**config.mk**
```make
export PLATFORM = sky130hd
export DESIGN_NAME = srsi_top
export DESIGN_NICKNAME = d
export VERILOG_FILES = /design/src/include/srsi_pkg.sv /design/src/include/srsi_rate_if.sv /design/src/logic/srsi_rate_gen.sv /design/src/logic/srsi_top.sv
export VERILOG_INCLUDE_DIRS = /design/src /design/src/include
export SDC_FILE = /design/constraint.sdc
export NUM_CORES = 1
export LEC_CHECK = 0
export ABC_AREA = 1
export BUFFER_PORTS_ARGS = -buffer_cell sky130_fd_sc_hd__buf_2
export CORE_ASPECT_RATIO = 0.8
export CORE_UTILIZATION = 50
export CTS_BUF_LIST = sky130_fd_sc_hd__clkbuf_16
export DETAILED_ROUTE_END_ITERATION = 10
export GPL_ROUTABILITY_DRIVEN = 0
export PLACE_DENSITY_LB_ADDON = 0.3
export SYNTH_ARGS = -nofsm -noshare
export SYNTH_HDL_FRONTEND = slang
export SYNTH_SLANG_ARGS = --single-unit
```
**constraint.sdc**
```tcl
create_clock -name aclk -period 2 [get_ports aclk]
set_input_delay 0.3 -clock aclk [delete_from_list [all_inputs] [get_ports aclk]]
set_output_delay 0.3 -clock aclk [all_outputs]
set_load 0.03 [all_outputs]
```
**src/include/srsi_consts.svh**
```systemverilog
// Offsets, field positions, reset values and encodings of the rate and request block
`ifndef SRSI_CONSTS_SVH
`define SRSI_CONSTS_SVH

// Register byte offsets, one aligned 32-bit word each
`define SRSI_OFS_RELOAD     8'h00
`define SRSI_OFS_TX_SRC     8'h04
`define SRSI_OFS_RX_SRC     8'h08
`define SRSI_OFS_MODE1      8'h0c
`define SRSI_OFS_REQ_STAT   8'h10
`define SRSI_OFS_REQ_EN     8'h14
`define SRSI_OFS_TXEV_STAT  8'h18
`define SRSI_OFS_TXEV_EN    8'h1c
`define SRSI_OFS_RXEV_STAT  8'h20
`define SRSI_OFS_RXEV_EN    8'h24

// Request status and enable bit positions
`define SRSI_BIT_TX_EVENT   7
`define SRSI_BIT_RX_EVENT   6
`define SRSI_BIT_TX_SPACE   1
`define SRSI_BIT_RX_DATA    0
`define SRSI_REQ_MASK       8'hc3

// Mode register one fields
`define SRSI_RATIO_LSB      6
`define SRSI_MODE_ASYNC     2'h0
`define SRSI_MODE_BYTE      2'h1
`define SRSI_MODE_BIT       2'h2
`define SRSI_RATIO_1        2'h0
`define SRSI_RATIO_16       2'h1
`define SRSI_RATIO_32       2'h2
`define SRSI_RATIO_64       2'h3

// Divider limits and reload behaviour
`define SRSI_EXP_MAX        4'h9
`define SRSI_RELOAD_ZERO    9'h100
`define SRSI_TX_SRC_N       3
`define SRSI_RX_SRC_N       12

// Reset values
`define SRSI_RST_RELOAD     8'h00
`define SRSI_RST_EXP        4'h0
`define SRSI_RST_MODE       2'h0
`define SRSI_RST_RATIO      2'h0

// Bus responses
`define SRSI_RESP_OKAY      2'h0
`define SRSI_RESP_SLVERR    2'h2

`endif

```
**src/include/srsi_pkg.sv**
```systemverilog
// Types shared by the rate and request block
package srsi_pkg;

  // Register selected by a bus address
  typedef enum logic [3:0] {
    SEL_RELOAD,
    SEL_TX_SRC,
    SEL_RX_SRC,
    SEL_MODE1,
    SEL_REQ_STAT,
    SEL_REQ_EN,
    SEL_TXEV_STAT,
    SEL_TXEV_EN,
    SEL_RXEV_STAT,
    SEL_RXEV_EN,
    SEL_NONE
  } srsi_reg_type;

endpackage : srsi_pkg

```
**src/include/srsi_rate_if.sv**
```systemverilog
// Settings and clock enables passed between the register side and the rate generator
interface srsi_rate_if;
  logic [7:0]      reload_period;  // Reload time constant, zero means 256
  logic [1:0][3:0] exponent;       // Divider exponents, index 0 transmit, 1 receive
  logic [1:0]      ratio;          // Asynchronous clock ratio code
  logic            async_mode;     // High in asynchronous mode
  logic [1:0]      clk_en;         // Sampling clock enables, one-cycle pulses
  logic [1:0]      bit_en;         // Bit rate enables, one-cycle pulses

  modport ctrl (
    output reload_period,
    output exponent,
    output ratio,
    output async_mode,
    input  clk_en,
    input  bit_en
  );

  modport gen (
    input  reload_period,
    input  exponent,
    input  ratio,
    input  async_mode,
    output clk_en,
    output bit_en
  );
endinterface : srsi_rate_if

```
**src/logic/srsi_rate_gen.sv**
```systemverilog
// Reload timer with per-direction power-of-two dividers and asynchronous ratio stage
`include "srsi_consts.svh"

module srsi_rate_gen (
  input wire logic aclk,
  input wire logic aresetn,
  srsi_rate_if.gen rate
);

  // Mask of low counter bits for a divide by two to the exponent, clamped at nine
  function automatic logic [8:0] exp_mask(input logic [3:0] e);
    if (e >= `SRSI_EXP_MAX) begin
      exp_mask = 9'h1ff;
    end else begin
      exp_mask = 9'((9'h001 << e) - 9'h001);
    end
  endfunction : exp_mask

  // Mask for the asynchronous ratio stage; sync modes bypass it
  function automatic logic [5:0] ratio_mask(input logic [1:0] r, input logic async_on);
    if (!async_on) begin
      ratio_mask = 6'h00;
    end else begin
      case (r)
        `SRSI_RATIO_16: ratio_mask = 6'h0f;
        `SRSI_RATIO_32: ratio_mask = 6'h1f;
        `SRSI_RATIO_64: ratio_mask = 6'h3f;
        default:        ratio_mask = 6'h00;
      endcase
    end
  endfunction : ratio_mask

  logic [8:0] reload_count;  // Down counter of system clocks
  logic       reload_tick;   // One-cycle pulse per reload period

  // Zero reloads as 256
  wire [8:0] reload_load = (rate.reload_period == 8'h00) ? `SRSI_RELOAD_ZERO
                                                         : {1'b0, rate.reload_period};
  wire       reload_hit  = (reload_count == 9'h001);

  // Reload timer; a new constant takes effect at the next reload
  always_ff @(posedge aclk) begin
    if (!aresetn) begin
      reload_count <= `SRSI_RELOAD_ZERO;
      reload_tick  <= 1'b0;
    end else begin
      reload_tick  <= reload_hit;
      reload_count <= reload_hit ? reload_load : 9'(reload_count - 9'h001);
    end
  end

  // One divider chain per direction, both fed by the same tick stream
  genvar d;
  generate
    for (d = 0; d < 2; d++) begin : g_dir
      logic [8:0] div_count;    // Counts reload ticks
      logic [5:0] ratio_count;  // Counts divider outputs
      logic       clk_q;        // Sampling clock enable
      logic       bit_q;        // Bit rate enable

      wire [8:0] dmask   = exp_mask(rate.exponent[d]);
      wire [5:0] rmask   = ratio_mask(rate.ratio, rate.async_mode);
      wire       div_hit = reload_tick && ((div_count & dmask) == dmask);
      wire       bit_hit = div_hit && ((ratio_count & rmask) == rmask);

      // Counters advance only on their enabling pulse
      always_ff @(posedge aclk) begin
        if (!aresetn) begin
          div_count   <= 9'h000;
          ratio_count <= 6'h00;
          clk_q       <= 1'b0;
          bit_q       <= 1'b0;
        end else begin
          clk_q <= div_hit;
          bit_q <= bit_hit;
          if (reload_tick) begin
            div_count <= 9'(div_count + 9'h001);
          end
          if (div_hit) begin
            ratio_count <= 6'(ratio_count + 6'h01);
          end
        end
      end

      assign rate.clk_en[d] = clk_q;
      assign rate.bit_en[d] = bit_q;
    end
  endgenerate

endmodule : srsi_rate_gen

```
**src/logic/srsi_top.sv**
```systemverilog
// Serial channel rate selection and request logic with an AXI4-Lite register slave
`include "srsi_consts.svh"

module srsi_top (
  input  wire logic        aclk,
  input  wire logic        aresetn,
  input  wire logic [7:0]  awaddr,
  input  wire logic        awvalid,
  output wire logic        awready,
  input  wire logic [31:0] wdata,
  input  wire logic [3:0]  wstrb,
  input  wire logic        wvalid,
  output wire logic        wready,
  output      logic [1:0]  bresp,
  output      logic        bvalid,
  input  wire logic        bready,
  input  wire logic [7:0]  araddr,
  input  wire logic        arvalid,
  output wire logic        arready,
  output      logic [31:0] rdata,
  output      logic [1:0]  rresp,
  output      logic        rvalid,
  input  wire logic        rready,
  input  wire logic        tx_space_ready,
  input  wire logic        rx_data_ready,
  input  wire logic [2:0]  tx_source_event,
  input  wire logic [11:0] rx_source_event,
  output wire logic        tx_clk_en,
  output wire logic        rx_clk_en,
  output wire logic        tx_bit_en,
  output wire logic        rx_bit_en,
  output      logic        tx_space_request,
  output      logic        rx_data_request,
  output      logic        tx_event_request,
  output      logic        rx_event_request,
  output      logic        irq
);

  // Address decode shared by the read and write paths
  function automatic srsi_pkg::srsi_reg_type reg_sel(input logic [7:0] a);
    case (a)
      `SRSI_OFS_RELOAD:    reg_sel = srsi_pkg::SEL_RELOAD;
      `SRSI_OFS_TX_SRC:    reg_sel = srsi_pkg::SEL_TX_SRC;
      `SRSI_OFS_RX_SRC:    reg_sel = srsi_pkg::SEL_RX_SRC;
      `SRSI_OFS_MODE1:     reg_sel = srsi_pkg::SEL_MODE1;
      `SRSI_OFS_REQ_STAT:  reg_sel = srsi_pkg::SEL_REQ_STAT;
      `SRSI_OFS_REQ_EN:    reg_sel = srsi_pkg::SEL_REQ_EN;
      `SRSI_OFS_TXEV_STAT: reg_sel = srsi_pkg::SEL_TXEV_STAT;
      `SRSI_OFS_TXEV_EN:   reg_sel = srsi_pkg::SEL_TXEV_EN;
      `SRSI_OFS_RXEV_STAT: reg_sel = srsi_pkg::SEL_RXEV_STAT;
      `SRSI_OFS_RXEV_EN:   reg_sel = srsi_pkg::SEL_RXEV_EN;
      default:             reg_sel = srsi_pkg::SEL_NONE;
    endcase
  endfunction : reg_sel

  // Software-visible settings
  logic [7:0]  reload_period;        // Reload time constant
  logic [3:0]  tx_divider_exponent;  // Transmit divider exponent
  logic [3:0]  rx_divider_exponent;  // Receive divider exponent
  logic [1:0]  protocol_mode;        // Async, byte sync or bit sync
  logic [1:0]  async_clock_ratio;    // Async sampling ratio code
  logic [7:0]  request_enable_reg;   // Top-level request enables
  logic [2:0]  tx_source_status;     // Sticky transmit event sources
  logic [2:0]  tx_source_enable;     // Transmit source enables
  logic [11:0] rx_source_status;     // Sticky receive event sources
  logic [11:0] rx_source_enable;     // Receive source enables

  // Write channel holding state
  logic        aw_held;  // Write address accepted, waiting for data
  logic [7:0]  aw_addr;  // Held write address
  logic        w_held;   // Write data accepted, waiting for address
  logic [31:0] w_data;   // Held write data
  logic [3:0]  w_strb;   // Held byte enables

  // Rate generator link
  srsi_rate_if rate_link ();

  // Slave handshakes; one write and one read in flight at most
  assign awready = !aw_held && !bvalid;
  assign wready  = !w_held && !bvalid;
  assign arready = !rvalid;

  wire aw_fire = awvalid && awready;
  wire w_fire  = wvalid && wready;
  wire ar_fire = arvalid && arready;
  wire wr_fire = aw_held && w_held && !bvalid;

  // Write decode and byte lanes
  srsi_pkg::srsi_reg_type wr_sel;
  srsi_pkg::srsi_reg_type rd_sel;
  assign wr_sel = reg_sel(aw_addr);
  assign rd_sel = reg_sel(araddr);

  wire lane0 = wr_fire && w_strb[0];
  wire lane1 = wr_fire && w_strb[1];
  wire wr_map = (wr_sel != srsi_pkg::SEL_NONE);

  // Write-one-to-clear masks for the sticky source bits
  wire [2:0]  tx_clear = (lane0 && wr_sel == srsi_pkg::SEL_TXEV_STAT) ? w_data[2:0] : 3'h0;
  wire [7:0]  rx_clr_lo = (lane0 && wr_sel == srsi_pkg::SEL_RXEV_STAT) ? w_data[7:0] : 8'h00;
  wire [3:0]  rx_clr_hi = (lane1 && wr_sel == srsi_pkg::SEL_RXEV_STAT) ? w_data[11:8] : 4'h0;
  wire [11:0] rx_clear  = {rx_clr_hi, rx_clr_lo};

  // New events win over a clear in the same cycle
  wire [2:0]  next_tx_source_status = (tx_source_status & ~tx_clear) | tx_source_event;
  wire [11:0] next_rx_source_status = (rx_source_status & ~rx_clear) | rx_source_event;

  // Per-source gating and event summaries
  wire tx_event_pending = |(tx_source_status & tx_source_enable);
  wire rx_event_pending = |(rx_source_status & rx_source_enable);

  // Summary status does not look at the top-level enables
  logic [7:0] request_status_reg;
  always_comb begin
    request_status_reg = 8'h00;
    request_status_reg[`SRSI_BIT_TX_EVENT] = tx_event_pending;
    request_status_reg[`SRSI_BIT_RX_EVENT] = rx_event_pending;
    request_status_reg[`SRSI_BIT_TX_SPACE] = tx_space_ready;
    request_status_reg[`SRSI_BIT_RX_DATA]  = rx_data_ready;
  end

  // Enabled requests
  wire [7:0] next_request = request_status_reg & request_enable_reg & `SRSI_REQ_MASK;

  // Read data selection
  wire [31:0] rd_word =
    (rd_sel == srsi_pkg::SEL_RELOAD)    ? {24'h000000, reload_period} :
    (rd_sel == srsi_pkg::SEL_TX_SRC)    ? {28'h0000000, tx_divider_exponent} :
    (rd_sel == srsi_pkg::SEL_RX_SRC)    ? {28'h0000000, rx_divider_exponent} :
    (rd_sel == srsi_pkg::SEL_MODE1)     ? {24'h000000, async_clock_ratio, 4'h0, protocol_mode} :
    (rd_sel == srsi_pkg::SEL_REQ_STAT)  ? {24'h000000, request_status_reg} :
    (rd_sel == srsi_pkg::SEL_REQ_EN)    ? {24'h000000, request_enable_reg} :
    (rd_sel == srsi_pkg::SEL_TXEV_STAT) ? {29'h00000000, tx_source_status} :
    (rd_sel == srsi_pkg::SEL_TXEV_EN)   ? {29'h00000000, tx_source_enable} :
    (rd_sel == srsi_pkg::SEL_RXEV_STAT) ? {20'h00000, rx_source_status} :
    (rd_sel == srsi_pkg::SEL_RXEV_EN)   ? {20'h00000, rx_source_enable} :
                                          32'h00000000;

  // Address and data may arrive in either order; each is parked until both are in
  always_ff @(posedge aclk) begin
    if (!aresetn) begin
      aw_held <= 1'b0;
      aw_addr <= 8'h00;
      w_held  <= 1'b0;
      w_data  <= 32'h00000000;
      w_strb  <= 4'h0;
    end else begin
      if (aw_fire) begin
        aw_held <= 1'b1;
        aw_addr <= awaddr;
      end else if (wr_fire) begin
        aw_held <= 1'b0;
      end
      if (w_fire) begin
        w_held <= 1'b1;
        w_data <= wdata;
        w_strb <= wstrb;
      end else if (wr_fire) begin
        w_held <= 1'b0;
      end
    end
  end

  // Write response, raised the cycle after the write lands
  always_ff @(posedge aclk) begin
    if (!aresetn) begin
      bvalid <= 1'b0;
      bresp  <= `SRSI_RESP_OKAY;
    end else if (wr_fire) begin
      bvalid <= 1'b1;
      bresp  <= wr_map ? `SRSI_RESP_OKAY : `SRSI_RESP_SLVERR;
    end else if (bready) begin
      bvalid <= 1'b0;
    end
  end

  // Read response; data is captured with the address
  always_ff @(posedge aclk) begin
    if (!aresetn) begin
      rvalid <= 1'b0;
      rdata  <= 32'h00000000;
      rresp  <= `SRSI_RESP_OKAY;
    end else if (ar_fire) begin
      rvalid <= 1'b1;
      rdata  <= rd_word;
      rresp  <= (rd_sel != srsi_pkg::SEL_NONE) ? `SRSI_RESP_OKAY : `SRSI_RESP_SLVERR;
    end else if (rready) begin
      rvalid <= 1'b0;
    end
  end

  // Rate settings; written from byte lane zero only
  always_ff @(posedge aclk) begin
    if (!aresetn) begin
      reload_period       <= `SRSI_RST_RELOAD;
      tx_divider_exponent <= `SRSI_RST_EXP;
      rx_divider_exponent <= `SRSI_RST_EXP;
      protocol_mode       <= `SRSI_RST_MODE;
      async_clock_ratio   <= `SRSI_RST_RATIO;
    end else if (lane0) begin
      if (wr_sel == srsi_pkg::SEL_RELOAD) begin
        reload_period <= w_data[7:0];
      end
      if (wr_sel == srsi_pkg::SEL_TX_SRC) begin
        tx_divider_exponent <= w_data[3:0];
      end
      if (wr_sel == srsi_pkg::SEL_RX_SRC) begin
        rx_divider_exponent <= w_data[3:0];
      end
      if (wr_sel == srsi_pkg::SEL_MODE1) begin
        protocol_mode     <= w_data[1:0];
        async_clock_ratio <= w_data[`SRSI_RATIO_LSB +: 2];
      end
    end
  end

  // Enables; reserved request enable bits stay zero
  always_ff @(posedge aclk) begin
    if (!aresetn) begin
      request_enable_reg <= 8'h00;
      tx_source_enable   <= 3'h0;
      rx_source_enable   <= 12'h000;
    end else begin
      if (lane0 && wr_sel == srsi_pkg::SEL_REQ_EN) begin
        request_enable_reg <= w_data[7:0] & `SRSI_REQ_MASK;
      end
      if (lane0 && wr_sel == srsi_pkg::SEL_TXEV_EN) begin
        tx_source_enable <= w_data[2:0];
      end
      if (lane0 && wr_sel == srsi_pkg::SEL_RXEV_EN) begin
        rx_source_enable[7:0] <= w_data[7:0];
      end
      if (lane1 && wr_sel == srsi_pkg::SEL_RXEV_EN) begin
        rx_source_enable[11:8] <= w_data[11:8];
      end
    end
  end

  // Sticky source status
  always_ff @(posedge aclk) begin
    if (!aresetn) begin
      tx_source_status <= 3'h0;
      rx_source_status <= 12'h000;
    end else begin
      tx_source_status <= next_tx_source_status;
      rx_source_status <= next_rx_source_status;
    end
  end

  // Registered request lines and the combined interrupt
  always_ff @(posedge aclk) begin
    if (!aresetn) begin
      tx_space_request <= 1'b0;
      rx_data_request  <= 1'b0;
      tx_event_request <= 1'b0;
      rx_event_request <= 1'b0;
      irq              <= 1'b0;
    end else begin
      tx_space_request <= next_request[`SRSI_BIT_TX_SPACE];
      rx_data_request  <= next_request[`SRSI_BIT_RX_DATA];
      tx_event_request <= next_request[`SRSI_BIT_TX_EVENT];
      rx_event_request <= next_request[`SRSI_BIT_RX_EVENT];
      irq              <= |next_request;
    end
  end

  // Settings to the generator; any mode but async skips the ratio stage
  assign rate_link.reload_period = reload_period;
  assign rate_link.exponent[0]   = tx_divider_exponent;
  assign rate_link.exponent[1]   = rx_divider_exponent;
  assign rate_link.ratio         = async_clock_ratio;
  assign rate_link.async_mode    = (protocol_mode == `SRSI_MODE_ASYNC);

  // Shared reload timer and both dividers
  srsi_rate_gen u_rate_gen (
    .aclk    (aclk),
    .aresetn (aresetn),
    .rate    (rate_link)
  );

  // Clock enables towards transmitter and receiver
  assign tx_clk_en = rate_link.clk_en[0];
  assign rx_clk_en = rate_link.clk_en[1];
  assign tx_bit_en = rate_link.bit_en[0];
  assign rx_bit_en = rate_link.bit_en[1];

endmodule : srsi_top

```
== After elaboration in Yosys (flattened, before gate mapping) ==
Index checks and enable logic that the tools add are counted.

* Add/sub/neg operators: 7
* Reductions and logical operators: 41
* Equality and inequality tests: 45
* Shift operators: 2
* Mux-type cells: 30
* Bitwise gates (word level): 13
* Magnitude comparators: 2

{| class="wikitable"
|+ Operators with widths
! operator !! number
|-
| $mux 12 || 10
|-
| $pmux 4 s10 || 2
|-
| $eq 8x5->1 const B || 8
|-
| $mux 9 || 4
|-
| $eq 8x4->1 const B || 4
|-
| $eq 8x6->1 const B || 4
|-
| $eq 4x3->1 const B || 7
|-
| $sub 9x1->9 const B || 3
|-
| $and 12x12->12 || 2
|-
| $logic_not 8->1 || 3
|-
| $logic_and 1x1->1 || 20
|-
| $add 9x1->9 const B || 2
|-
| $and 9x9->9 || 2
|-
| $eq 9x9->1 || 2
|-
| $pmux 6 s3 || 1
|-
| $shl 1x4->9 const A || 2
|-
| $eq 4x2->1 const B || 4
|-
| $eq 4x4->1 const B || 4
|-
| $eq 8x3->1 const B || 2
|-
| $add 6x1->6 const B || 2
|-
| $and 6x6->6 || 2
|-
| $eq 6x6->1 || 2
|-
| $not 12->12 || 1
|-
| $or 12x12->12 || 1
|-
| other kinds (24) || 46
|}

* Register bits: 165
* Output and inout bits: 50
* Input bits: 76
* Logic and storage cells: 176

== Longest topological paths before layout ==
* Word-level depth: 13
* Gate-level depth with buffers: 17
* Depth with buffers taken out: 17

== By module ==
Synthesis repeated with hierarchy kept, for this count alone.

* Cell total of the unflattened synthesis: 965
* Area total of the unflattened synthesis: 6929.1 um2

{| class="wikitable"
|+ Modules (own cells, without submodules)
! module !! seq. area each (um2) !! times used !! area each (um2) !! cells each
|-
| srsi_top || 1981.9 || 1 || 4473.0 || 613
|-
| srsi_rate_gen || 880.8 || 1 || 2456.1 || 352
|}

== Least setup slack after synthesis ==
Ideal clock, no wire load.

* Path type: register to register
* Start: reg rx_divider_exponent[1]
* End: reg u_rate_gen.g_dir[1].ratio_count[4]
* Data required time: 1.936 ns
* Path buffers: 0
* Clock period less this slack: 1.926 ns
* Setup slack: 0.074 ns
* Library setup time: 0.064 ns
* Arrival: 1.862 ns
* Stages on the path, launching flop included: 14
* Path through: dfxtp_1 > inv_1 > nand3_1 > ha_1 > inv_1 > o21ai_0 > a21oi_1 > nor4_2 > nand2_2 > inv_2 > nand3_1 > o21ai_1 > nand2_1 > nor2_1

* Cells in the longest elaborated chain, start to end: 6
* Elaborated cells on any way between the ends: 7
* Those cells by class: 1 x add/sub; 1 x order compare; 1 x eq/ne; 1 x shift; 1 x mux; 1 x bitwise; 1 x reduce/logical

{| class="wikitable"
|+ RTL lines
! item !! line !! text
|-
| from (decl) || srsi_top.sv:59 || <nowiki>logic [3:0] rx_divider_exponent;</nowiki>
|-
| from (signal assigned) || srsi_top.sv:197 || <nowiki>rx_divider_exponent <= `SRSI_RST_EXP;</nowiki>
|-
| from (signal assigned) || srsi_top.sv:208 || <nowiki>rx_divider_exponent <= w_data[3:0];</nowiki>
|-
| $shl 1x4->9 || srsi_rate_gen.sv:15 || <nowiki>exp_mask = 9'((9'h001 << e) - 9'h001);</nowiki>
|-
| $sub 9x1->9 || srsi_rate_gen.sv:15 ||
|-
| $mux 9 * || srsi_rate_gen.sv:12 || <nowiki>if (e >= `SRSI_EXP_MAX) begin</nowiki>
|-
| $and 9x9->9 || srsi_rate_gen.sv:63 || <nowiki>wire div_hit = reload_tick && ((div_count & dmask) == dmask);</nowiki>
|-
| $eq 9x9->1 * || srsi_rate_gen.sv:63 ||
|-
| $logic_and 1x1->1 * || srsi_rate_gen.sv:63 ||
|-
| to (signal assigned) || srsi_rate_gen.sv:80 || <nowiki>ratio_count <= 6'(ratio_count + 6'h01);</nowiki>
|-
| to (decl) || srsi_rate_gen.sv:57 || <nowiki>logic [5:0] ratio_count;</nowiki>
|}

Mark *: on every way between the ends. The rest lies on a longest branch, timed or not.
A chain may end at the register's enable or synchronous reset.

== Final worst setup path ==
* Start: reg tx_divider_exponent[0]
* End: reg u_rate_gen.g_dir[0].ratio_count[4]

* Cells in the longest elaborated chain, start to end: 6
* Elaborated cells on any way between the ends: 7
* Those cells by class: 1 x add/sub; 1 x order compare; 1 x eq/ne; 1 x shift; 1 x mux; 1 x bitwise; 1 x reduce/logical

{| class="wikitable"
|+ RTL lines
! item !! line !! text
|-
| from (decl) || srsi_top.sv:58 || <nowiki>logic [3:0] tx_divider_exponent;</nowiki>
|-
| from (signal assigned) || srsi_top.sv:196 || <nowiki>tx_divider_exponent <= `SRSI_RST_EXP;</nowiki>
|-
| from (signal assigned) || srsi_top.sv:205 || <nowiki>tx_divider_exponent <= w_data[3:0];</nowiki>
|-
| $shl 1x4->9 || srsi_rate_gen.sv:15 ||
|-
| $sub 9x1->9 || srsi_rate_gen.sv:15 ||
|-
| $mux 9 * || srsi_rate_gen.sv:12 ||
|-
| $and 9x9->9 || srsi_rate_gen.sv:63 ||
|-
| $eq 9x9->1 * || srsi_rate_gen.sv:63 ||
|-
| $logic_and 1x1->1 * || srsi_rate_gen.sv:63 ||
|-
| to (signal assigned) || srsi_rate_gen.sv:80 ||
|-
| to (decl) || srsi_rate_gen.sv:57 ||
|}

Marked as above.

==> metrics <==
Cell Count, Final, Fillers Out=1235; critical path arrival=~2.3 ns; Syn Inst Count=931; largest net degree at the start of global routing=92; ys async rst share=0%; worst-path fanout max=4; Hold Crit Depth=3; outcome=complete, no violations; final-stage net count=approximately 1100; Synth Warn #=0; # H-tree levels=4; Finished Core Util=a little over three fifths; Max-Cap Viols=0; RSZ-0062 raised after global routing=true; #FFs+latches synth=143; grt ovf=0; Final Hold Fails=0; most frequent cells in the layout=dfxtp_1, nand2_1, inv_1, a21oi_1, nor2_1; FF-to-FF setup slack=0.07 ns; final instance area=8204 um^2; Final setup viols=0; Final Worst Setup Slack=0.07324 ns; worst relative slew slack=57.11%; final WL=16920 um; Peak Freq=a little over 500 MHz; Placement Cell Area=7460 um^2; Vias/cell=roughly 5.3; # rows=37; cts hold-fix bufs=0; post-DP HPWL=12140 um; Top-Level Pins=approximately 130; ys flop type=dfxtp_1; vias in the first global route=roughly 5800; Synth-to-Final Area Change=22.04%; mapped cell area=approximately 6700 um^2; pwr dens=873.1 nW/um^2; Hold/Removal Path Class=in2reg; GRT Total Usage=approximately 25%; first-pass GRT wire length=27740 um; CTS root buffer=clkbuf_16; drt first-iter violations=477; drt pass-1 iters=5; post-synthesis sequential area ratio=42.58%; post-synth cell types=50; CP Capture Type=register; Slew Viols, Final=0; Port Buffers=81; placed instance count=1200; Biggest register=u_rate_gen.g_dir.div_count; clock buffer depth=2; Post-synth EDFFs=0; Place WS=-0.09195 ns; clock insertion delay at the later pin of the skew report=around 0.42 ns; # diodes=0; Fin Setup TNS=0 ns; post-detailed-route wirelength per cell=13.70 um; Layout Skew=0.01031 ns; max FFs per register=18; worst vdd ir=between 800 and 900 uV; number of remaining DRC errors=0; die height=105.7 um; Reg2Reg Depth=15; Worst Path Required=approximately 2.4 ns; Die Wd=~130 um; final antenna-violating net count=0; # fillers=1158; Period Utilization, post-route=between 90% and 100%; Syn Area/Cell=7.221 um^2; Initial Util=51.68%; via count=6547; clock-pin transition on the worst setup and hold timing paths=0.06 ns; critical path class=reg2reg; Static Leak=between 3 and 4 nW; min cycle time layout=~1.9 ns; Worst-Margin Slew=0.6418 ns; CTS tree=built; CTS sink cnt=between 100 and 150; worst hold margin=0.09081 ns; core area=13010 um^2; proportion of layout cells with a drive suffix above 1=19.53%; die footprint=roughly 14000 um^2; most common cell after layout, fill and taps aside=dfxtp_1; initial antenna violation count=0; CTS Buf Count=17; total power=7.163 mW; startpoint types=register
==> cells in the mapped netlist (all sizes together), types with 2 or more instances <==
cell type | count | area, um^2
a211oi | 6 | 50.05
a21oi | 113 | 565.5
a221oi | 4 | 35.03
a22o | 2 | 17.52
a31oi | 5 | 31.28
a32o | 2 | 20.02
and3 | 2 | 12.51
buf | 26 | 188.9
clkbuf | 20 | 75.07
dfxtp | 143 | 2863
ha | 8 | 100.1
inv | 121 | 456.7
nand2 | 131 | 509.2
nand3 | 49 | 262.8
nand3b | 2 | 15.01
nand4 | 7 | 43.79
nor2 | 118 | 501.7
nor3 | 21 | 115.1
nor3b | 3 | 22.52
nor4 | 8 | 62.56
o211ai | 2 | 28.78
o21a | 2 | 15.01
o21ai | 113 | 569.3
o22ai | 11 | 68.82
xnor2 | 2 | 17.52
xor2 | 4 | 35.03
==> critical path: stages (launching register included) <==
cell      delay (ns)
dfxtp_2         0.34
nor2_2          0.13
nand2_1         0.10
ha_4            0.18
inv_4           0.06
nor2_4          0.04
a22o_1          0.18
nand2_1         0.07
nand3b_1        0.09
nor2_2          0.13
nand2_2         0.10
inv_2           0.09
nand3_2         0.08
o21ai_1         0.14
nand2_1         0.06
nor2_1          0.08
==> where the power goes <==
| group | switching [mW] | internal [mW] | leakage, nW |
|---|---|---|---|
| combinational | 0.519 | 0.270 | 2.11 |
| clock | 1.28 | 1.98 | 0.289 |
| sequential | 0.119 | 2.99 | 1.17 |
==> repair_timing <==
item | 4_1_cts | 5_1_grt
gates resized for setup | 4 | 30
setup buffers | 0 | 3
pin swaps | 0 | 13
endpoints found under the setup margin | 10 | 31
==> worst paths after layout <==
check / start / to
max reg2reg: tx_divider_exponent[0] / u_rate_gen.g_dir[0].ratio_count[4]
min: rx_source_event[10] / rx_source_status[10]
min reg2reg: w_strb[1] / w_strb[1]
max: tx_divider_exponent[0] / u_rate_gen.g_dir[0].ratio_count[4]
==> layer usage <==
layer	global-route usage [%]	share of wire [%]	vias up
met2	38.47	44	238
li1	-	-	3305
met3	5.002	6.5	16
met1	34.91	48	2988
met5	0	0	-
met4	7.226	1.1	0
==> final cells by class <==
cell class | count | area (um^2) | share of cell area (%)
clock buffers | 17 | 425.4 | 5.185
clock inverters | 15 | 185.2 | 2.257
inverters | 122 | 466.7 | 5.689
multi-input cells | 641 | 3311 | 40.35
flip-flops and latches | 143 | 2868 | 34.95
well taps | 175 | 219.0 | 2.669
repair buffers | 122 | 729.5 | 8.891
==> cells by family (layout without fill, tap and decap cells) <==
group                      after synthesis  after routing  share of synthesized area [%]
and+or+nand+nor                        343            343                          23.19
AOI/OAI and AO/OA                      262            262                          21.11
buffers and inverters                  168            276                          10.79
DFF                                    143            143                          42.58
adders and majority gates                8              8                          1.489
xor gates and xnor gates                 6              6                         0.7817
other                                    1             22                        0.05578
(Power assumes the default switching activity.)
